`src/hw/epc_params.svh`:
```
// constants for the eprom program-control block
// assumes a 32-bit axi4-lite register bus and a 50 MHz clock
`ifndef EPC_PARAMS_SVH
`define EPC_PARAMS_SVH
// register index; the bus byte address is four times it
`define EPC_CTRL_ADDR 12'h001E
`define EPC_CTRL_BYTE_ADDR (`EPC_CTRL_ADDR << 2)
`define EPC_ARRAY_ADDR 12'h0080
`define EPC_PROG_ADDR_ADDR 12'h0084
`define EPC_PROG_DATA_ADDR 12'h0088
`define EPC_PGM_BIT 0
`define EPC_LAT_BIT 1
`define EPC_CTRL_RESET 8'h00
`define EPC_LAT_RESET 1'b0
`define EPC_PGM_RESET 1'b0
`define EPC_RESP_OKAY 2'h0
`define EPC_RESP_SLVERR 2'h2
`define EPC_PULSE_TIME_US 1000
`define EPC_CLK_MHZ 50
`endif

```
`src/hw/epc_pkg.sv`:
```
// types for the eprom program-control block
// assumes epc_params.svh is included by the users
package epc_pkg;
  typedef enum logic [2:0] {
    EPC_IDLE = 3'b001,
    EPC_WRESP = 3'b010,
    EPC_RDATA = 3'b100
  } epc_bus_state_t;
endpackage

```
`src/hw/epc_top.sv`:
```
// eprom program-control block behind an axi4-lite slave
// assumes one clock; the array itself sits outside on plain ports
// How it works
// - latch bit clear routes array for reads
// - latch set: array write captures address, data
// - latch set: array reads return no contents
// - program bit switches programming power on/off
// - program bit forced zero without latch bit
// - both bits in one register, index 001E, bus byte address 0078
//
// Register access over AXI4-Lite and the register offsets were decided locally.
`timescale 1ns/100ps
`include "epc_params.svh"
module epc_top #(
  parameter int ADDR_W = 12,
  parameter int ARR_AW = 12
) (
  // clock and reset
  input wire logic aclk,
  input wire logic aresetn,
  // axi4-lite write address
  input wire logic [ADDR_W-1:0] s_axi_awaddr,
  input wire logic s_axi_awvalid,
  output logic s_axi_awready,
  // axi4-lite write data
  input wire logic [31:0] s_axi_wdata,
  input wire logic [3:0] s_axi_wstrb,
  input wire logic s_axi_wvalid,
  output logic s_axi_wready,
  // axi4-lite write response
  output logic [1:0] s_axi_bresp,
  output logic s_axi_bvalid,
  input wire logic s_axi_bready,
  // axi4-lite read address
  input wire logic [ADDR_W-1:0] s_axi_araddr,
  input wire logic s_axi_arvalid,
  output logic s_axi_arready,
  // axi4-lite read data
  output logic [31:0] s_axi_rdata,
  output logic [1:0] s_axi_rresp,
  output logic s_axi_rvalid,
  input wire logic s_axi_rready,
  // eprom array side
  output logic [ARR_AW-1:0] arr_read_addr,
  input wire logic [7:0] arr_read_data,
  output logic [ARR_AW-1:0] arr_prog_addr,
  output logic [7:0] arr_prog_data,
  output logic array_latch_mode,
  output logic program_power_on
);

  epc_pkg::epc_bus_state_t wst_q, wst_d, rst_q, rst_d;
  logic aw_have_q, aw_have_d, w_have_q, w_have_d;
  logic [ADDR_W-1:0] awaddr_q, awaddr_d;
  logic [31:0] wdata_q, wdata_d;
  logic [3:0] wstrb_q, wstrb_d;
  logic [1:0] bresp_q, bresp_d, rresp_q, rresp_d;
  logic [31:0] rdata_q, rdata_d;
  logic [ARR_AW-1:0] paddr_q, paddr_d;
  logic [7:0] pdata_q, pdata_d;
  logic ctrl_wr;
  logic do_write;

  // register select codes out of the shared decoder
  localparam logic [2:0] SEL_NONE = 3'h0;
  localparam logic [2:0] SEL_CTRL = 3'h1;
  localparam logic [2:0] SEL_ARRAY = 3'h2;
  localparam logic [2:0] SEL_PADDR = 3'h3;
  localparam logic [2:0] SEL_PDATA = 3'h4;

  // word-aligned decode, shared by read and write paths
  function automatic logic [2:0] dec(input logic [ADDR_W-1:0] a);
    logic [ADDR_W-1:0] w;
    w = {a[ADDR_W-1:2], 2'b00};
    // low two bits ignored: each register is one whole word
    dec = SEL_NONE;
    if (w == `EPC_CTRL_BYTE_ADDR) dec = SEL_CTRL;
    else if (w == `EPC_ARRAY_ADDR) dec = SEL_ARRAY;
    else if (w == `EPC_PROG_ADDR_ADDR) dec = SEL_PADDR;
    else if (w == `EPC_PROG_DATA_ADDR) dec = SEL_PDATA;
  endfunction

  epc_ctrl_reg u_ctrl (
    .aclk(aclk),
    .aresetn(aresetn),
    .wr_en(ctrl_wr),
    .wr_data(wdata_q[7:0]),
    .array_latch_mode(array_latch_mode),
    .program_power_on(program_power_on)
  );

  // both halves must be in before anything moves
  assign do_write = (wst_q == epc_pkg::EPC_IDLE) && aw_have_q && w_have_q;
  assign ctrl_wr = do_write && (dec(awaddr_q) == SEL_CTRL) && wstrb_q[0];

  always_comb begin
    wst_d = wst_q;
    aw_have_d = aw_have_q;
    w_have_d = w_have_q;
    awaddr_d = awaddr_q;
    wdata_d = wdata_q;
    wstrb_d = wstrb_q;
    bresp_d = bresp_q;
    paddr_d = paddr_q;
    pdata_d = pdata_q;
    if (s_axi_awvalid && s_axi_awready) begin
      aw_have_d = 1'b1;
      awaddr_d = s_axi_awaddr;
    end
    if (s_axi_wvalid && s_axi_wready) begin
      w_have_d = 1'b1;
      wdata_d = s_axi_wdata;
      wstrb_d = s_axi_wstrb;
    end
    unique case (wst_q)
      epc_pkg::EPC_IDLE: begin
        if (aw_have_q && w_have_q) begin
          aw_have_d = 1'b0;
          w_have_d = 1'b0;
          wst_d = epc_pkg::EPC_WRESP;
          bresp_d = `EPC_RESP_OKAY;
          // unmapped words answer an error and change nothing
          unique case (dec(awaddr_q))
            SEL_CTRL: ;
            SEL_ARRAY: begin
              // array writes only land while latching
              if (array_latch_mode && wstrb_q[0]) begin
                paddr_d = awaddr_q[ARR_AW-1:0];
                pdata_d = wdata_q[7:0];
              end
            end
            SEL_PADDR, SEL_PDATA: ;
            default: bresp_d = `EPC_RESP_SLVERR;
          endcase
        end
      end
      epc_pkg::EPC_WRESP: begin
        // response stands until taken; no new write meanwhile
        if (s_axi_bready) wst_d = epc_pkg::EPC_IDLE;
      end
      default: wst_d = epc_pkg::EPC_IDLE;
    endcase
  end

  always_comb begin
    rst_d = rst_q;
    rdata_d = rdata_q;
    rresp_d = rresp_q;
    unique case (rst_q)
      epc_pkg::EPC_IDLE: begin
        if (s_axi_arvalid) begin
          // array data taken in the address cycle: no wait state
          rst_d = epc_pkg::EPC_RDATA;
          rresp_d = `EPC_RESP_OKAY;
          rdata_d = 32'h0000_0000;
          unique case (dec(s_axi_araddr))
            SEL_CTRL: rdata_d = {30'h0, array_latch_mode,
                                 program_power_on};
            // programming mode hides stored contents
            SEL_ARRAY: rdata_d = array_latch_mode ? 32'h0000_0000
                                 : {24'h00_0000, arr_read_data};
            SEL_PADDR: rdata_d = {{(32-ARR_AW){1'b0}}, paddr_q};
            SEL_PDATA: rdata_d = {24'h00_0000, pdata_q};
            default: rresp_d = `EPC_RESP_SLVERR;
          endcase
        end
      end
      epc_pkg::EPC_RDATA: begin
        if (s_axi_rready) rst_d = epc_pkg::EPC_IDLE;
      end
      default: rst_d = epc_pkg::EPC_IDLE;
    endcase
  end

  always_ff @(posedge aclk) begin
    // sync reset: both channels idle, latches cleared
    if (!aresetn) begin
      wst_q <= epc_pkg::EPC_IDLE;
      rst_q <= epc_pkg::EPC_IDLE;
      aw_have_q <= 1'b0;
      w_have_q <= 1'b0;
      awaddr_q <= '0;
      wdata_q <= 32'h0000_0000;
      wstrb_q <= 4'h0;
      bresp_q <= 2'h0;
      rresp_q <= 2'h0;
      rdata_q <= 32'h0000_0000;
      paddr_q <= '0;
      pdata_q <= 8'h00;
    end else begin
      wst_q <= wst_d;
      rst_q <= rst_d;
      aw_have_q <= aw_have_d;
      w_have_q <= w_have_d;
      awaddr_q <= awaddr_d;
      wdata_q <= wdata_d;
      wstrb_q <= wstrb_d;
      bresp_q <= bresp_d;
      rresp_q <= rresp_d;
      rdata_q <= rdata_d;
      paddr_q <= paddr_d;
      pdata_q <= pdata_d;
    end
  end

  // one write at a time: hold each channel until the response is gone
  assign s_axi_awready = !aw_have_q && (wst_q == epc_pkg::EPC_IDLE);
  assign s_axi_wready = !w_have_q && (wst_q == epc_pkg::EPC_IDLE);
  assign s_axi_bvalid = (wst_q == epc_pkg::EPC_WRESP);
  assign s_axi_bresp = bresp_q;
  assign s_axi_arready = (rst_q == epc_pkg::EPC_IDLE);
  assign s_axi_rvalid = (rst_q == epc_pkg::EPC_RDATA);
  assign s_axi_rresp = rresp_q;
  assign s_axi_rdata = rdata_q;
  // read address is live so the array can answer in the same cycle
  assign arr_read_addr = s_axi_araddr[ARR_AW-1:0];
  // programming target held steady for the whole pulse
  assign arr_prog_addr = paddr_q;
  assign arr_prog_data = pdata_q;
endmodule

```
`src/hw/epc_ctrl_reg.sv`:
```
// control register: latch-mode and program-power bits
// assumes a write strobe from the bus slave on the same clock
`timescale 1ns/100ps
`include "epc_params.svh"
module epc_ctrl_reg (
  // clock and reset
  input wire logic aclk,
  input wire logic aresetn,
  // write side
  input wire logic wr_en,
  input wire logic [7:0] wr_data,
  // state
  output logic array_latch_mode,
  output logic program_power_on
);
  logic lat_q;
  logic lat_d;
  logic pgm_q;
  logic pgm_d;

  always_comb begin
    lat_d = lat_q;
    pgm_d = pgm_q;
    if (wr_en) begin
      lat_d = wr_data[`EPC_LAT_BIT];
      // power only ever follows a latch bit that is set
      pgm_d = wr_data[`EPC_PGM_BIT] & wr_data[`EPC_LAT_BIT];
    end
  end

  always_ff @(posedge aclk) begin
    if (!aresetn) begin
      lat_q <= `EPC_LAT_RESET;
      pgm_q <= `EPC_PGM_RESET;
    end else begin
      lat_q <= lat_d;
      pgm_q <= pgm_d;
    end
  end

  assign array_latch_mode = lat_q;
  assign program_power_on = pgm_q & lat_q;
endmodule

```
`config.mk`:
```
export PLATFORM = sky130hd
export DESIGN_NAME = epc_top
export DESIGN_NICKNAME = d
export VERILOG_FILES = /design/src/hw/epc_pkg.sv /design/src/hw/epc_top.sv /design/src/hw/epc_ctrl_reg.sv
export VERILOG_INCLUDE_DIRS = /design/src /design/src/hw
export SDC_FILE = /design/constraint.sdc
export NUM_CORES = 1
export LEC_CHECK = 0
export CORE_MARGIN = 2
export CORE_UTILIZATION = 30
export CTS_CLUSTER_DIAMETER = 40
export DETAILED_ROUTE_END_ITERATION = 12
export DONT_BUFFER_PORTS = 1
export SETUP_SLACK_MARGIN = 0.1
export SYNTH_ARGS = -nofsm -noshare
export SYNTH_HDL_FRONTEND = slang
export SYNTH_HIERARCHICAL = 1
export SYNTH_SLANG_ARGS = --single-unit
export TNS_END_PERCENT = 1
```
`constraint.sdc`:
```
create_clock -name aclk -period 2.3 [get_ports aclk]
set_input_delay 0.46 -clock aclk [delete_from_list [all_inputs] [get_ports aclk]]
set_output_delay 0.46 -clock aclk [all_outputs]
set_load 0.005 [all_outputs]
```
==> flow_summary.toml, run 1 <==
[worst_setup_path]
reg2reg_depth = 4
r2r_end = "arr_prog_data[3]$_SDFFE_PN0P_"
rr_startpoint = "awaddr_q[6]$_SDFFE_PN0P_"
startpoint_type = "flop"
end_kind = "flop"
cp.arrival_ns = 2.00
critPathMaxFanout = 10
path_class = "reg -> reg"
r2r_slack_ns = 0.50
required_ns = 2.51

[pwr]
power_switching_mw = 0.5595
p_sw_share_pct = 24.71
internal-power_mw = 1.705
pwr-share-comb_pct = 6.9
leakagePower_nw = 1.078
power.density_mw_per_mm2 = 779.8
seqPwrFrac_pct = 50.9
peakVddDrop_mv = 0.3513
power.share.clock_pct = 42.2

[sta]
finalSetupViolations = 0
rsz0062_at_grt = "no"
timing.hold.ws_ns = 0.2399
fin_crit_sh_pct = 78.07
hold_viol = 0
slew_viol_final = 0
fin_crit_ns = 1.796
fin_skew_ns = 0.01125
worstMarginPinSlew_ns = 0.5098
fmax_mhz = 556.9
finalWorstSetupSlack_ns = 0.5043
fin_setup_tns_ns = 0
slew_headroom_pct = 65.93

[clock_network]
post_cts_buffers = 0
ctsRootBufferMaster = "clkbuf_8"
path_clk_slew_ns = 0.07
clock_sinks = 63
htree_levels = 3
cts_resized = 0
clock_path_buffers = 2
cts_made_buffers = 9
insertion_delay_ns = 0.34
cts_hold_buf = 0
cts_tree = "built"

[worst_hold_path]
hold-path-endpoint = "rst_q[0]$_SDFFE_PN1P_"
hp-class = "in -> reg"
min_from = "aresetn"
worstHoldPathCells = 1

[die]
dieArea_mm2 = 0.01008
fp.dieW_um = 100.4
coreArea_mm2 = 0.009109
rows = 35
die_h_um = 100.4
ios = 150
start_util_pct = 30.59

[placed_design]
portBuffers = 0
pre_cts_slack_ns = 0.3935
gp_congestion = 0.7056
hpwl_um = 5181

[route]
post_drt_wl_per_cell_um = 16.00
dr.pass1.iters = 5
vias = 2153
wl_um = 6878
ant_nets = 0
post_drt_via_cell_ratio = 5.007
drt_iter0_markers = 73
drc = 0

[synth]
synth-edff-count = 0
yosysWarnings = 6
yosys.area.top_type = "dfxtp_1"
syn_inst = 324
yosysSeqAreaShare_pct = 45.26
synth-async-reset-ratio_pct = 0
synthTopCellsByCount = "dfxtp_1 (63), nand2_1 (56), buf_4 (35), a21oi_1 (34), o21ai_1 (13)"
ys_top_cells_by_area = "dfxtp_1 (45%), buf_4 (9.4%), nand2_1 (7.5%), a21oi_1 (6.1%), a22oi_1 (2.7%)"
syn_area_mm2 = 0.002786
synth_most_common_cell = "dfxtp_1"
syn-mean-instance-area_um2 = 8.600
yosysUniqueCellTypes = 43
yosysTopAreaCellShare_pct = 45.26
yosys_register_bits = 63
ys.flop_type = "dfxtp_1"

[finish]
multi_input_area_mm2 = 0.001250
drive_gt1_share_pct = 7.837
antennaDiodeCount = 0
syn_to_final_growth_pct = 4.221
seq_area_mm2 = 0.001261
n_fill_cell = 980
nets = 389

[grt]
gr-usage-all-layers_pct = 14.15
antenna_found_initial = 0
grt_remaining_overflow = 0
grt_pass1_wl_um = 10670
grt_max_degree = 39
grt_pass1_vias = 1974

[job]
drv_cap = 0

[run_status]
status = "completed"
## routing by layer
| metal | share of wire (%) | track usage, % | wire length [µm] |
|---|---|---|---|
| met5 | 0 | 0 | 0 |
| met4 | 1.7 | 5.374 | 117 |
| met3 | 9.9 | 7.451 | 678 |
| met2 | 46 | 22.04 | 3168 |
| met1 | 42 | 16.47 | 2913 |
## cells in the final DEF, fill, tap and decap left out, types with 3 or more instances in the layout
master / instances
buf_4: 5
nand2_1: 56
a22oi_1: 10
a21oi_1: 34
clkinv_2: 3
nand3_1: 12
nor2_1: 12
o21ai_1: 13
and2_1: 3
nand4_1: 4
dfxtp_1: 63
clkbuf_8: 10
a2bb2oi_1: 6
nor3b_1: 3
conb_1: 22
inv_1: 5
and3_1: 9
nor2b_1: 9
o21ai_0: 8
## power groups by stage
stage	registers, mW	clock network (mW)	logic (mW)
2_1_floorplan	1.17	0	0.180
3_3_place_gp	1.18	0	0.154
3_5_place_dp	1.18	0	0.158
4_1_cts	1.15	0.982	0.158
5_1_grt	1.16	1.04	0.179
6_report	1.15	0.956	0.156
## worst max-delay path by stage
stage	startpoint	endpoint	slack, ns	cells past startpoint
after floorplan	awaddr_q[6]$_SDFFE_PN0P_	arr_prog_data[7]$_SDFFE_PN0P_	0.58	5
after global placement	s_axi_araddr[9]	s_axi_rdata[9]$_SDFFE_PN0P_	0.45	4
after detailed placement	s_axi_araddr[9]	s_axi_rdata[8]$_SDFFE_PN0P_	0.39	4
after CTS	awaddr_q[6]$_SDFFE_PN0P_	arr_prog_data[3]$_SDFFE_PN0P_	0.50	4
after global routing	awaddr_q[6]$_SDFFE_PN0P_	arr_prog_data[2]$_SDFFE_PN0P_	0.43	4
final	awaddr_q[6]$_SDFFE_PN0P_	arr_prog_data[3]$_SDFFE_PN0P_	0.50	4
## stage by stage
| step | area, µm² | power (mW) | utilization [%] | instances |
|---|---|---|---|---|
| finish | 2904 | 2.264 | 31.88 | 430 |
| global route | 2904 | 2.377 | 31.88 | 430 |
| CTS | 2904 | 2.292 | 31.88 | 430 |
| detailed placement | 2706 | 1.335 | 29.71 | 414 |
| global placement | 2706 | 1.330 | 29.71 | 414 |
| floorplan | 2865 | 1.350 | - | 345 |
## state kept, by name, indices dropped and copies added (netlist names)
name                     cells
wstrb_q                      1
w_have_q                     1
wdata_q                      8
arr_prog_data                8
awaddr_q                    12
u_ctrl/pgm_q                 1
aw_have_q                    1
rst_q                        2
s_axi_bresp                  1
wst_q                        2
u_ctrl/array_latch_mode      1
s_axi_rdata                 12
s_axi_rresp                  1
arr_prog_addr               12
## worst max-delay path, stage by stage (launching register included)
cell and delay (ns):
dfxtp_1 0.32, or4b_4 0.56, or4_4 0.52, o21ai_1 0.18, a21oi_1 0.08
## cell type report
| cell class | instances | area share, % |
|---|---|---|
| clock buffers | 10 | 4.739 |
| well taps | 111 | 4.782 |
| flip-flops and latches | 63 | 43.43 |
| clock inverters | 6 | 2.068 |
| multi-input cells | 230 | 43.04 |
| inverters | 5 | 0.6463 |
| repair buffers | 5 | 1.293 |
## kinds of logic after synthesis
logic type             after synthesis  share of synthesized area (%)
flip-flops                          63                          45.26
buffers and inverters               52                          12.71
other                                1                         0.1346
AND/OR/NAND/NOR                    127                          24.16
AO/OA/AOI/OAI                       80                          17.38
multiplexers                         1                         0.3592
No activity file was read; power rests on OpenSTA's default activity.
==> run 2, diff against run 1 <==
Clock period 2.3 ns to 1.6 ns, I/O delays scaled along.
==> run 2 against run 1 <==
Net effect:
- the run now ends with setup timing left
- sequential share of layout area shrank 3.1 points
- flip-flop and latch count stayed put
- via count grew 3.2%
- register-to-register slack lost 0.64 ns
- setup slack worse by 0.64 ns
- clock skew shrank 0.0015 ns
- critical path type unchanged
- largest cell class is now multi-input gates
- largest power group unchanged
==> flow_summary.toml, run 2 (synthesis gave the netlist of run 1 again) <==
[clock_network]
cts_made_buffers = 9
path_clk_slew_ns = 0.07
htree_levels = 3
clock_path_buffers = 2
ctsRootBufferMaster = "clkbuf_8"
insertion_delay_ns = 0.35
post_cts_buffers = 0
cts_tree = "built"
clock_sinks = 63

[worst_setup_path]
cp.arrival_ns = 1.96
reg2reg_depth = 4
crit_chain = "or4b_4 > or4_4 > o21ai_1 > a21oi_1"
rr_startpoint = "awaddr_q[6]$_SDFFE_PN0P_"
path_class = "reg -> reg"
cpPeakStageDelay_ns = 0.53
critPathLaunch = "awaddr_q[6]$_SDFFE_PN0P_"
cp-endpoint = "arr_prog_data[0]$_SDFFE_PN0P_"
critPathMaxFanout = 10
r2r_end = "arr_prog_data[0]$_SDFFE_PN0P_"
end_kind = "flop"
cpMaxStageDelayCell = "or4b_4"
startpoint_type = "flop"
required_ns = 1.82
r2r_slack_ns = -0.14

[die]
fp.dieW_um = 100.4
ios = 150
coreArea_mm2 = 0.009109
dieArea_mm2 = 0.01008
start_util_pct = 30.59
rows = 35
die_h_um = 100.4

[sta]
fin_skew_ns = 0.009708
finalSetupViolations = 20
fin_crit_sh_pct = 108.7
worstMarginPinSlew_ns = 0.5610
finalWorstSetupSlack_ns = -0.1388
fmax_mhz = 575.1
rsz0062_at_grt = "yes"
fin_crit_ns = 1.739
hold_viol = 0
slew_headroom_pct = 62.52
slew_viol_final = 0

[pwr]
pwr-share-comb_pct = 7.8
p_sw_share_pct = 23.64
leakagePower_nw = 1.190
internal-power_mw = 2.695
power.share.clock_pct = 45.2
power_switching_mw = 0.8343
fin_total_pwr_mw = 3.530
seqPwrFrac_pct = 47.0
peakVddDrop_mv = 0.5711
power.density_mw_per_mm2 = 1126

[run_status]
violations = "setup timing"
status = "complete, but fails checks"

[route]
ant_nets = 0
vias = 2221
wl_um = 6956
post_drt_via_cell_ratio = 4.980
drt_iter0_markers = 111
post_drt_wl_per_cell_um = 15.60
drc = 0
dr.pass1.iters = 4

[finish]
finish.utilization_pct = 34.42
final_area_mm2 = 0.003136
layout_commonest_cell = "dfxtp_1"
antennaDiodeCount = 0
multi_input_area_mm2 = 0.001309
syn_to_final_growth_pct = 12.53
nets = 405
seq_area_mm2 = 0.001265
drive_gt1_share_pct = 15.52
n_fill_cell = 979
final_cell_mix = "dfxtp_1 (60), nand2_1 (56), a21oi_1 (34)"

[placed_design]
pre_cts_slack_ns = -0.1300
portBuffers = 0
gp_congestion = 0.7750
hpwl_um = 5285
place_area_mm2 = 0.002826

[grt]
grt_max_degree = 39
grt_pass1_wl_um = 10630
grt_pass1_vias = 2052
gr-usage-all-layers_pct = 13.78
grt_remaining_overflow = 0
antenna_found_initial = 0

[job]
drv_cap = 0

[worst_hold_path]
hp-class = "in -> reg"
==> run 2: how the worst min path moves through the flow <==
stage / from / to / cells after the start
3_3_place_gp: aresetn / rst_q[0]$_SDFFE_PN1P_ / 1
2_1_floorplan: wstrb_q[0]$_SDFFE_PN0P_ / wstrb_q[0]$_SDFFE_PN0P_ / 2
5_1_grt: s_axi_wdata[4] / wdata_q[4]$_SDFFE_PN0P_ / 2
4_1_cts: aresetn / wst_q[0]$_SDFFE_PN1P_ / 1
6_report: aresetn / rst_q[0]$_SDFFE_PN1P_ / 1
3_5_place_dp: aresetn / wst_q[0]$_SDFFE_PN1P_ / 1
==> run 2: layout make-up <==
cell class,count,share of cell area (%)
timing repair buffer,21,5.507
tap,111,4.429
multi-input combinational,230,41.74
clock inverter,5,2.554
clock buffer,11,4.828
sequential,63,40.34
inverter,5,0.5986
==> run 2: power groups by stage <==
stage | sequential (mW) | clock (mW) | combinational, mW
after floorplan | 1.68 | 0 | 0.259
after global placement | 1.69 | 0 | 0.250
after detailed placement | 1.69 | 0 | 0.256
after CTS | 1.66 | 1.63 | 0.269
after global routing | 1.67 | 1.70 | 0.314
final | 1.66 | 1.59 | 0.276
==> run 2: metal layers <==
| metal | vias up | share of wire, % | GRT usage [%] |
|---|---|---|---|
| li1 | 1099 | - | - |
| met1 | 1026 | 42 | 16.58 |
| met2 | 85 | 47 | 21.89 |
| met3 | 11 | 9.3 | 5.432 |
| met4 | 0 | 1.6 | 5.796 |
| met5 | - | 0 | 0 |
==> run 2: what timing repair did <==
action	CTS	global route
hold buffers	0	0
setup endpoints to repair	38	43
pin swaps	6	7
gates resized for setup	11	10
==> run 2: stage by stage <==
| stage | std cells | setup TNS (ns) | hold slack [ns] |
|---|---|---|---|
| 2_1_floorplan | 345 | -1.170 | 0.4326 |
| 3_3_place_gp | 430 | -2.099 | 0.4373 |
| 3_5_place_dp | 430 | -2.480 | 0.4414 |
| 4_1_cts | 446 | -2.079 | 0.08545 |
| 5_1_grt | 446 | -3.918 | 0.09816 |
| 6_report | 446 | -1.924 | 0.1021 |
==> run 2: worst max-delay path: cells and delay by family (launching register included) <==
family / cells / cell delay (ns)
compound gates: 2 / 0.24
flops: 1 / 0.32
simple gates: 2 / 1.04
==> run 3, diff against run 2 <==
Settings changed: ABC_AREA set to 1.
==> run 3 against run 2 <==
Net effect:
- the flow now finishes without violations
- register-to-register slack gained 0.34 ns
- critical endpoint is now s_axi_wready
- clock-buffer cell count grew 1
- worst hold slack lost 0.0079 ns
- sequential share of layout area shrank 0.50 points
- sequential power is essentially flat
- core utilization shrank 1.9 points
- wire length grew 7.4%
- non-clock buffer count shrank 12
- maximum frequency grew 24%
==> flow_summary.toml, run 3 <==
[synth]
yosysSeqAreaShare_pct = 42.12
yosysWarnings = 6
syn_inst = 409
yosys.area.top_type = "dfxtp_1"
yosys_register_bits = 63
yosysTopAreaCellShare_pct = 42.12
synth-edff-count = 0
ys_top_cells_by_area = "dfxtp_1 (42%), buf_4 (9.0%), nand2_1 (8.0%), inv_1 (6.1%), nor2_1 (5.9%)"
synthMuxAreaShare_pct = 0
syn-mean-instance-area_um2 = 7.321
ys.flop_type = "dfxtp_1"
synth_compound_area_share_pct = 12.20
synthTopCellsByCount = "nand2_1 (64), dfxtp_1 (63), inv_1 (49), nor2_1 (47), buf_4 (36)"
syn_area_mm2 = 0.002994
synth-async-reset-ratio_pct = 0
synthXorXnorAreaFrac_pct = 0
synth_most_common_cell = "nand2_1"
synthSimpleGateAreaFrac_pct = 27.37
synth_adder_area_share_pct = 0
synth_top_family_by_area = "simple AND/OR/NAND/NOR gates"
yosysUniqueCellTypes = 31

[die]
dieArea_mm2 = 0.01080
fp.dieW_um = 103.9
rows = 36
ios = 150
coreArea_mm2 = 0.009729
start_util_pct = 30.77
die_h_um = 103.9

[clock_network]
cts_made_buffers = 9
insertion_delay_ns = 0.33
clock_sinks = 63
cts_tree = "built"
clock_path_buffers = 2
cts_resized = 0
ctsRootBufferMaster = "clkbuf_8"
post_cts_buffers = 0
htree_levels = 3
path_clk_slew_ns = 0.07
cts_hold_buf = 0

[grt]
antenna_found_initial = 1
grt_max_degree = 43
grt_remaining_overflow = 0
grt_pass1_wl_um = 11990
gr-usage-all-layers_pct = 14.04
grt_pass1_vias = 2346

[pwr]
fin_total_pwr_mw = 3.339
power.density_mw_per_mm2 = 1055
peakVddDrop_mv = 0.6001
leakagePower_nw = 1.390

[finish]
antennaDiodeCount = 0
drive_gt1_share_pct = 10.37
nets = 475
final_cell_mix = "nand2_1 (63), dfxtp_1 (63), inv_1 (48)"
finish.utilization_pct = 32.54
n_fill_cell = 1057
syn_to_final_growth_pct = 5.725

[placed_design]
hpwl_um = 5737
gp_congestion = 0.7938
portBuffers = 0

[worst_setup_path]
end_kind = "output port"
required_ns = 1.28
cp.arrival_ns = 1.09
path_class = "reg -> out"
rr_startpoint = "awaddr_q[7]$_SDFFE_PN0P_"
critPathLaunch = "wst_q[1]$_SDFFE_PN0P_"
critPathMaxFanout = 3
startpoint_type = "flop"

[run_status]
status = "completed"

[sta]
fin_crit_sh_pct = 87.94
finalSetupViolations = 0
fmax_mhz = 710.7
slew_viol_final = 0
fin_crit_ns = 1.407
hold_viol = 0
rsz0062_at_grt = "yes"
timing.hold.ws_ns = 0.09420
fin_setup_tns_ns = 0
fin_skew_ns = 0.01136

[route]
post_drt_wl_per_cell_um = 13.88
ant_nets = 0
dr.pass1.iters = 4
vias = 2476
wl_um = 7468
drc = 0
drt_iter0_markers = 79
post_drt_via_cell_ratio = 4.602

[worst_hold_path]
hp-class = "in -> reg"
min_from = "aresetn"

[job]
drv_cap = 0
run 3: cell count changes in the layout (fill, tap and decap cells not counted), moves of 11 or more:
cell,change
o21ai_0,+18
nand4_1,+22
nor2_1,+37
inv_1,+43
o21ai_1,-14
nand3_1,+11
run 3: logic make-up (layout without fill, tap and decap cells):
group                  after synthesis  after routing
AOI/OAI and AO/OA                   68             68
DFF                                 63             63
other                                1             22
buffers and inverters              102             77
and+or+nand+nor                    175            175
run 3: final cells by class:
| cell class | instances | area (µm²) | area share (%) |
|---|---|---|---|
| Multi-Input combinational cell | 265 | 1270 | 40.12 |
| Sequential cell | 63 | 1261 | 39.84 |
| Inverter | 52 | 200.2 | 6.324 |
| Tap cell | 133 | 166.4 | 5.257 |
| Clock buffer | 12 | 145.1 | 4.585 |
| Timing Repair Buffer | 9 | 67.56 | 2.134 |
| Clock inverter | 4 | 55.05 | 1.739 |
run 3: worst max-delay path, stage by stage (launching register included):
cell	delay (ns)
dfxtp_1	0.31
inv_1	0.08
nand2_1	0.08
nor2_1	0.15
buf_4	0.14
run 3: where the power goes:
part	leakage, nW	total, mW	internal, mW	switching, mW
combinational	0.780	0.283	0.0896	0.193
sequential	0.514	1.68	1.64	0.0402
clock	0.0968	1.38	0.769	0.611
run 3: per-stage QoR:
step	cell area [µm²]	std cells	setup WS [ns]
after global routing	3166	538	0.04607
after floorplan	3073	430	0.3151
after global placement	2959	522	0.2066
after CTS	3159	538	0.1108
after detailed placement	2959	522	0.1271
final	3166	538	0.1929
run 3: worst paths after layout:
check	to	slack [ns]	cells after the start
worst max-delay path	s_axi_wready	0.19	4
worst min-delay path	rst_q[0]$_SDFFE_PN1P_	0.09	1
worst max register to register	arr_prog_addr[0]$_SDFFE_PN0P_	0.20	8
worst min register to register	wdata_q[4]$_SDFFE_PN0P_	0.46	2
run 3: per-layer routing:
| metal | share of wire [%] | GRT usage, % | vias up |
|---|---|---|---|
| li1 | - | - | 1253 |
| met5 | 0.17 | 0 | - |
| met4 | 0.71 | 3.764 | 2 |
| met3 | 9.2 | 6.266 | 8 |
| met2 | 49 | 23.73 | 95 |
| met1 | 41 | 16.12 | 1118 |
